**src/rtl/homing_params.svh**
```systemverilog
// method range and speed encoding constants for the homing sequencer
`ifndef HOMING_PARAMS_SVH
`define HOMING_PARAMS_SVH
`define METHOD_MAX 4'h9
`define SPEED_STOP 2'h0
`define SPEED_LOW 2'h1
`define SPEED_HIGH 2'h2
`endif

```
**src/rtl/homing_pkg.sv**
```systemverilog
// types for the homing sequencer
package homing_pkg;
  typedef enum logic [2:0] {
    ST_IDLE = 3'h0,
    ST_SEEK = 3'h1,
    ST_BACK = 3'h3,
    ST_INDEX = 3'h2,
    ST_DONE = 3'h6,
    ST_FAIL = 3'h7
  } state_type;
endpackage : homing_pkg

```
**src/rtl/homing_sequence_controller.sv**
```systemverilog
// homing search sequencer for one servo axis
//
// Behaviour
// (RULE1) methods 0 to 9 select direction and sources
// (RULE2) method 0: home switch decelerates and homes
// (RULE3) method 0: forward, home at switch rise
// (RULE4) method 0: forward limit reverses, stop at edge
// (RULE5) method 0: switch high, reverse low to fall
// (RULE6) method 2: switch rise, then forward index
// (RULE7) method 2: limit reverses to fall, forward index
// (RULE8) method 2: switch high, reverse, forward index
// (RULE9) method 4: home at forward limit rise
// (RULE10) method 4: limit active, home at its fall
// (RULE11) method 6: limit rise, first reverse index
// (RULE12) method 6: limit active, fall, reverse index
// (RULE13) method 8: stop at first forward index
// (RULE14) high forward limit blocks forward motion
// (RULE15) odd methods mirror the preceding even one
`timescale 1ns/10ps
`include "homing_params.svh"
`default_nettype none
module homing_sequence_controller
  import homing_pkg::*;
(
  // clock and reset
  input wire logic clk_sys,
  input wire logic rstn,
  // command
  input wire logic start,
  input wire logic [3:0] method,
  // field inputs, asynchronous
  input wire logic forward_limit_input,
  input wire logic reverse_limit_input,
  input wire logic home_switch_input,
  input wire logic index_pulse,
  // motion command and status
  output logic run_reverse,
  output logic [1:0] speed_sel,
  output logic busy,
  output logic home_found,
  output logic home_failed
);
  logic [3:0] sync1_reg;
  logic [3:0] sync2_reg;
  logic [3:0] prev_reg;
  logic [3:0] meth_reg;
  logic [3:0] meth_next;
  state_type state_reg;
  state_type state_next;
  logic rev_reg;
  logic rev_next;
  logic [1:0] spd_reg;
  logic [1:0] spd_next;
  logic found_reg;
  logic found_next;
  logic fail_reg;
  logic fail_next;
  logic own_lim;
  logic far_lim;
  logic home_sw;
  logic idx;
  logic home_rise;
  logic home_fall;
  logic lim_rise;
  logic lim_fall;
  logic idx_rise;
  logic mirror;
  logic [1:0] group;
  logic index_home;

  // two-stage synchronisers, then edge history
  always_ff @(posedge clk_sys or negedge rstn) begin
    if (!rstn) begin
      sync1_reg <= 4'h0;
      sync2_reg <= 4'h0;
      prev_reg <= 4'h0;
    end else begin
      sync1_reg <= {index_pulse, home_switch_input, reverse_limit_input, forward_limit_input};
      sync2_reg <= sync1_reg;
      prev_reg <= sync2_reg;
    end
  end

  // limit level on one side of travel
  function automatic logic pick_side(input logic rev, input logic [1:0] lims);
    return rev ? lims[1] : lims[0];
  endfunction : pick_side

  // mirroring picks limit side for odd methods
  // (RULE15) swap limits when mirrored
  assign mirror = meth_reg[0];
  assign group = meth_reg[3:1] == 3'h0 ? 2'h0 : meth_reg[3:1] == 3'h1 ? 2'h1 :
                 meth_reg[3:1] == 3'h2 ? 2'h2 : meth_reg[3:1] == 3'h3 ? 2'h3 : 2'h0;
  // methods 8 and 9 home on the index alone
  assign index_home = meth_reg[3:1] == 3'h4;
  assign own_lim = pick_side(mirror, sync2_reg[1:0]);
  assign far_lim = pick_side(~mirror, sync2_reg[1:0]);
  assign home_sw = sync2_reg[2];
  assign idx = sync2_reg[3];
  assign home_rise = home_sw & ~prev_reg[2];
  assign home_fall = ~home_sw & prev_reg[2];
  assign lim_rise = own_lim & ~pick_side(mirror, prev_reg[1:0]);
  assign lim_fall = ~own_lim & pick_side(mirror, prev_reg[1:0]);
  assign idx_rise = idx & ~prev_reg[3];

  // sequencer next state
  always_comb begin
    state_next = state_reg;
    meth_next = meth_reg;
    rev_next = rev_reg;
    spd_next = spd_reg;
    found_next = found_reg;
    fail_next = fail_reg;
    case (state_reg)
      ST_IDLE, ST_DONE, ST_FAIL: begin
        if (start) begin
          // (RULE1) accept methods 0 to 9
          if (method > `METHOD_MAX) begin
            state_next = ST_FAIL;
            fail_next = 1'b1;
            found_next = 1'b0;
          end else begin
            meth_next = method;
            found_next = 1'b0;
            fail_next = 1'b0;
            rev_next = method[0];
            spd_next = `SPEED_HIGH;
            state_next = ST_SEEK;
            // (RULE14) own limit high: no start into it
            if (method[3:2] == 2'h0 && pick_side(method[0], sync2_reg[1:0])) begin
              rev_next = ~method[0];
              state_next = ST_BACK;
            end
            // (RULE5) switch high: reverse slowly
            if (method[3:2] == 2'h0 && home_sw) begin
              rev_next = ~method[0];
              spd_next = `SPEED_LOW;
              state_next = ST_BACK;
            end
            // (RULE10) limit active: reverse at once
            if ((method[3:1] == 3'h2 || method[3:1] == 3'h3)
                && pick_side(method[0], sync2_reg[1:0])) begin
              rev_next = ~method[0];
              spd_next = `SPEED_LOW;
              state_next = ST_BACK;
            end
            // (RULE13) index methods refuse a blocked start
            if (method[3:1] == 3'h4 && pick_side(method[0], sync2_reg[1:0])) begin
              spd_next = `SPEED_STOP;
              fail_next = 1'b1;
              state_next = ST_FAIL;
            end
          end
        end
      end
      ST_SEEK: begin
        if (!index_home && (group == 2'h0 || group == 2'h1)) begin
          // (RULE2) home switch rise decelerates
          if (home_rise) begin
            spd_next = `SPEED_LOW;
            // (RULE3) home at deceleration point
            state_next = group == 2'h0 ? ST_DONE : ST_INDEX;
            // (RULE6) then forward index search
            found_next = group == 2'h0;
            if (group == 2'h0) begin
              spd_next = `SPEED_STOP;
            end
          end else if (own_lim) begin
            // (RULE4) limit met: reverse at high speed
            // (RULE14) high level blocks this direction
            rev_next = ~mirror;
            spd_next = `SPEED_HIGH;
            state_next = ST_BACK;
          end
        end else if (group == 2'h2 || group == 2'h3) begin
          // (RULE9) limit rise is the slow-down point
          if (lim_rise) begin
            if (group == 2'h2) begin
              spd_next = `SPEED_STOP;
              found_next = 1'b1;
              state_next = ST_DONE;
            end else begin
              // (RULE11) search index in reverse
              rev_next = ~mirror;
              spd_next = `SPEED_LOW;
              state_next = ST_INDEX;
            end
          end else if (far_lim) begin
            spd_next = `SPEED_STOP;
            fail_next = 1'b1;
            state_next = ST_FAIL;
          end
        end else begin
          // (RULE13) first index: stop and home
          if (idx_rise) begin
            spd_next = `SPEED_STOP;
            found_next = 1'b1;
            state_next = ST_DONE;
          end else if (own_lim) begin
            spd_next = `SPEED_STOP;
            fail_next = 1'b1;
            state_next = ST_FAIL;
          end
        end
      end
      ST_BACK: begin
        if (group == 2'h2 || group == 2'h3) begin
          // (RULE12) limit fall then reverse index
          if (lim_fall) begin
            spd_next = group == 2'h2 ? `SPEED_STOP : `SPEED_LOW;
            found_next = group == 2'h2;
            state_next = group == 2'h2 ? ST_DONE : ST_INDEX;
          end
        end else if (spd_reg == `SPEED_HIGH && home_rise && group == 2'h0) begin
          // (RULE4) stop immediately on the edge
          spd_next = `SPEED_STOP;
          found_next = 1'b1;
          state_next = ST_DONE;
        end else if (home_fall) begin
          // (RULE7) reverse to fall, then forward index
          // (RULE8) same from switch high at start
          rev_next = mirror;
          spd_next = group == 2'h0 ? `SPEED_STOP : `SPEED_LOW;
          found_next = group == 2'h0;
          state_next = group == 2'h0 ? ST_DONE : ST_INDEX;
        end else if (far_lim) begin
          spd_next = `SPEED_STOP;
          fail_next = 1'b1;
          state_next = ST_FAIL;
        end
      end
      ST_INDEX: begin
        if (idx_rise) begin
          spd_next = `SPEED_STOP;
          found_next = 1'b1;
          state_next = ST_DONE;
        end else if (pick_side(rev_reg, sync2_reg[1:0])) begin
          spd_next = `SPEED_STOP;
          fail_next = 1'b1;
          state_next = ST_FAIL;
        end
      end
      default: begin
        state_next = ST_IDLE;
        spd_next = `SPEED_STOP;
      end
    endcase
  end

  // sequencer registers
  always_ff @(posedge clk_sys or negedge rstn) begin
    if (!rstn) begin
      state_reg <= ST_IDLE;
      meth_reg <= 4'h0;
      rev_reg <= 1'b0;
      spd_reg <= `SPEED_STOP;
      found_reg <= 1'b0;
      fail_reg <= 1'b0;
    end else begin
      state_reg <= state_next;
      meth_reg <= meth_next;
      rev_reg <= rev_next;
      spd_reg <= spd_next;
      found_reg <= found_next;
      fail_reg <= fail_next;
    end
  end

  // registered outputs
  always_ff @(posedge clk_sys or negedge rstn) begin
    if (!rstn) begin
      run_reverse <= 1'b0;
      speed_sel <= 2'h0;
      busy <= 1'b0;
      home_found <= 1'b0;
      home_failed <= 1'b0;
    end else begin
      run_reverse <= rev_next;
      speed_sel <= spd_next;
      busy <= state_next == ST_SEEK || state_next == ST_BACK || state_next == ST_INDEX;
      home_found <= found_next;
      home_failed <= fail_next;
    end
  end
endmodule : homing_sequence_controller
`default_nettype wire

```
**config.mk**
```make
export PLATFORM = sky130hd
export DESIGN_NAME = homing_sequence_controller
export DESIGN_NICKNAME = d
export VERILOG_FILES = /design/src/rtl/homing_pkg.sv /design/src/rtl/homing_sequence_controller.sv
export VERILOG_INCLUDE_DIRS = /design/src /design/src/rtl
export SDC_FILE = /design/constraint.sdc
export NUM_CORES = 1
export LEC_CHECK = 0
export ABC_CLOCK_PERIOD_IN_PS = 3600
export BUFFER_PORTS_ARGS = -buffer_cell sky130_fd_sc_hd__buf_2
export CELL_PAD_IN_SITES_DETAIL_PLACEMENT = 0
export CELL_PAD_IN_SITES_GLOBAL_PLACEMENT = 2
export CORE_MARGIN = 2
export CORE_UTILIZATION = 38
export DETAILED_ROUTE_END_ITERATION = 12
export PLACE_DENSITY = 0.87
export SLEW_MARGIN = 25
export SYNTH_ARGS = -nofsm -noshare
export SYNTH_HDL_FRONTEND = slang
export SYNTH_SLANG_ARGS = --single-unit
```
**constraint.sdc**
```tcl
create_clock -name clk_sys -period 3.6 [get_ports clk_sys]
set_input_delay 0.72 -clock clk_sys [delete_from_list [all_inputs] [get_ports clk_sys]]
set_output_delay 0.72 -clock clk_sys [all_outputs]
set_load 0.03 [all_outputs]
```
==> impl_metrics.py <==
metrics = {
    "clock_tree": {
        "cts_sinks": 25,
        "post_cts_buffers": 0,
        "numCtsBuffers": 3,
        "worst_skew_pair.late_latency_ns": 0.28,
        "cts-root-buf": "clkbuf_8",
        "htreeDepth": 1,
        "holdBufCountCts": 0,
        "path_clk_slew_ns": 0.10,
        "clockBufferDepth": 2,
        "cts_resized": 0,
        "cts_tree": "yes",
    },
    "floorplan": {
        "floorplan.initialDensity_pct": 39.4,
        "die_area_mm2": 0.00507,
        "coreArea_mm2": 0.00435,
        "die_width_um": 71.2,
        "floorplan.io_pins": 17,
        "die_h_um": 71.2,
        "num_rows": 24,
    },
    "critical_path": {
        "cp.buffers_inverters": 1,
        "arrival_ns": 2.67,
        "rrSetupSlack_ns": 1.12,
        "critPathMaxFanout": 7,
        "startpoint_type": "input port",
        "rr_worst_depth": 6,
        "slowest_delay_ns": 0.51,
        "cp-end-kind": "register",
        "reg2reg_to": "home_failed",
        "crit_family": "compound AO/OA/AOI/OAI gates",
        "crit_type": "in2reg",
        "crit_path_cell_trace": "buf_2 -> mux2i_1 -> o21ai_0 -> o21a_1 -> a311oi_1 -> a21oi_2 -> mux2_1",
        "r2r_start": "meth_reg[0]",
        "crit_slowest_cell": "a311oi_1",
        "worstPathRequired_ns": 3.77,
    },
    "logic_synthesis": {
        "ys_seq_area_share_pct": 36.4,
        "ys_types": 53,
        "syn_area_mm2": 0.00172,
        "avgSynthCellArea_um2": 8.41,
        "ys.flop_type": "dfrtp_1",
        "yosys_warnings": 0,
        "synth_edf_count": 0,
        "syn_nets": 215,
        "synth_cells": 204,
        "ys_ff_latch": 25,
        "ys_async_sr_fraction_pct": 100,
    },
    "pwr": {
        "ir_drop_v": 0.000281,
        "powerDensity_mw_per_mm2": 854,
        "p_leak_uw": 0.000782,
        "fin_total_pwr_uw": 1590,
    },
    "sta": {
        "fin_crit_sh_pct": 69.4,
        "skew_ns": 0.00414,
        "fin_ws_ns": 1.10,
        "worstMarginPinSlew_ns": 0.650,
        "tns_ns": 0,
        "post-route-min-period_ns": 2.50,
        "slew_violations": 0,
        "worst_slew_margin_rel_pct": 56.6,
        "hold_viol": 0,
        "grt_setup_unrepaired": "no",
        "setup_viol": 0,
        "fmax_mhz": 400,
    },
    "place": {
        "io_buffer_count": 16,
        "dp_slack_ns": 0.809,
        "hpwlAfterDp_um": 3380,
        "gp_congestion": 0.898,
    },
    "route": {
        "dr.pass1.iters": 4,
        "drc": 0,
        "drtIter0Drc": 151,
        "totalWireLength_um": 4640,
        "via_count": 1645,
        "drt-vias-per-instance": 6.21,
        "wire_per_inst_um": 17.5,
        "antenna_left": 0,
    },
    "worst_hold_path": {
        "hold_depth": 0,
        "hp-class": "reg2reg",
        "hold_start": "sync1_reg[2]",
        "worstHoldEndpoint": "sync2_reg[2]",
    },
    "cells_and_area": {
        "regArea_um2": 626,
        "layout_commonest_cell": "dfrtp_1",
        "nets": 225,
        "mostFrequentLayoutCells": "dfrtp_1, nor2_1, nand2_1",
        "utilization_pct": 42.7,
        "multi_input_area_mm2": 0.00101,
        "n_fill_cell": 440,
        "drive_above_1_share_pct": 13.6,
        "syn_to_final_growth_pct": 8.31,
        "diodes": 0,
    },
    "run_status": {
        "outcome": "finished, final reports clean",
    },
    "grt": {
        "grt_antenna_before_repair": 0,
        "overflow": 0,
        "grt_pass1_vias": 1543,
        "grt_usage_pct": 19.2,
        "grt_max_degree": 26,
        "grt_pass1_wl_um": 7770,
    },
    "run": {
        "maxCapViolations": 0,
    },
}
## metal layers
layer	vias to the layer above	wire [um]	GRT usage, %
met3	11	289	2.67
met2	69	2080	29.4
li1	765	-	-
met5	-	0	0
met4	0	109	6.71
met1	800	2160	27.8
## worst max path at each step
stage                      from          end  depth (start not counted)
global route        meth_reg[3]  home_failed                          6
global placement      method[0]  home_failed                          7
finish                method[0]  home_failed                          7
detailed placement    method[0]  home_failed                          7
floorplan             method[0]  home_failed                          6
CTS                   method[0]  home_failed                          7
## cells in the mapped netlist, types with 2 or more instances
cell type	instances	share of area, %
dfrtp_1	25	36
nand2_1	20	4.4
nor2_1	20	4.4
a21oi_1	14	4.1
o21ai_0	14	4.1
nand2b_1	8	2.9
nor2b_1	8	2.9
a31oi_1	7	2.6
inv_1	7	1.5
clkbuf_1	6	1.3
nor3_1	6	1.7
nand3_1	5	1.5
mux2i_1	4	2.3
a2bb2oi_1	3	1.5
buf_2	3	0.87
mux2_2	3	2.0
o211ai_1	3	1.3
o22ai_1	3	1.1
xor2_1	3	1.5
a22o_1	2	1.0
a41oi_1	2	1.0
and3b_1	2	1.0
and4_1	2	1.0
nand3b_1	2	0.87
nand4_1	2	0.73
nor3b_1	2	0.87
o21a_1	2	0.87
## kinds of logic after synthesis
| kind of cell | after synthesis | share of synthesized area [%] |
|---|---|---|
| DFF | 25 | 36.4 |
| AOI/OAI and AO/OA | 64 | 25.0 |
| muxes | 8 | 4.96 |
| buffers and inverters | 18 | 4.59 |
| and+or+nand+nor | 86 | 27.5 |
| xor gates and xnor gates | 3 | 1.53 |
## area by class of cell
class                   instances  share of cell area, %
repair buffers                 16                   4.31
clock buffers                   3                   2.22
well taps                      52                   3.50
flip-flops and latches         25                   33.6
clock inverters                 1                  0.471
inverters                       7                   1.41
multi-input cells             161                   54.4
## worst reg2reg max path, stage by stage, from the launching register on
cell and delay, ns:
dfrtp_1 0.56, mux2i_1 0.57, nor2b_1 0.20, a32oi_1 0.10, a311oi_1 0.53, a21oi_2 0.10
mux2_1 0.33
## stage by stage
| stage | instances | instance area (um2) | hold slack, ns |
|---|---|---|---|
| after floorplan | 204 | 1720 | 0.331 |
| after global placement | 261 | 1810 | 0.334 |
| after detailed placement | 261 | 1810 | 0.335 |
| after CTS | 265 | 1860 | 0.357 |
| after global routing | 265 | 1860 | 0.369 |
| final | 265 | 1860 | 0.355 |
## power by group
part / internal, uW / switching [uW] / leakage, uW
Combinational: 362 / 500 / 0.000459
Clock: 81.5 / 103 / 0.0000261
Sequential: 358 / 184 / 0.000297
Power figures use the tool's default switching activity.
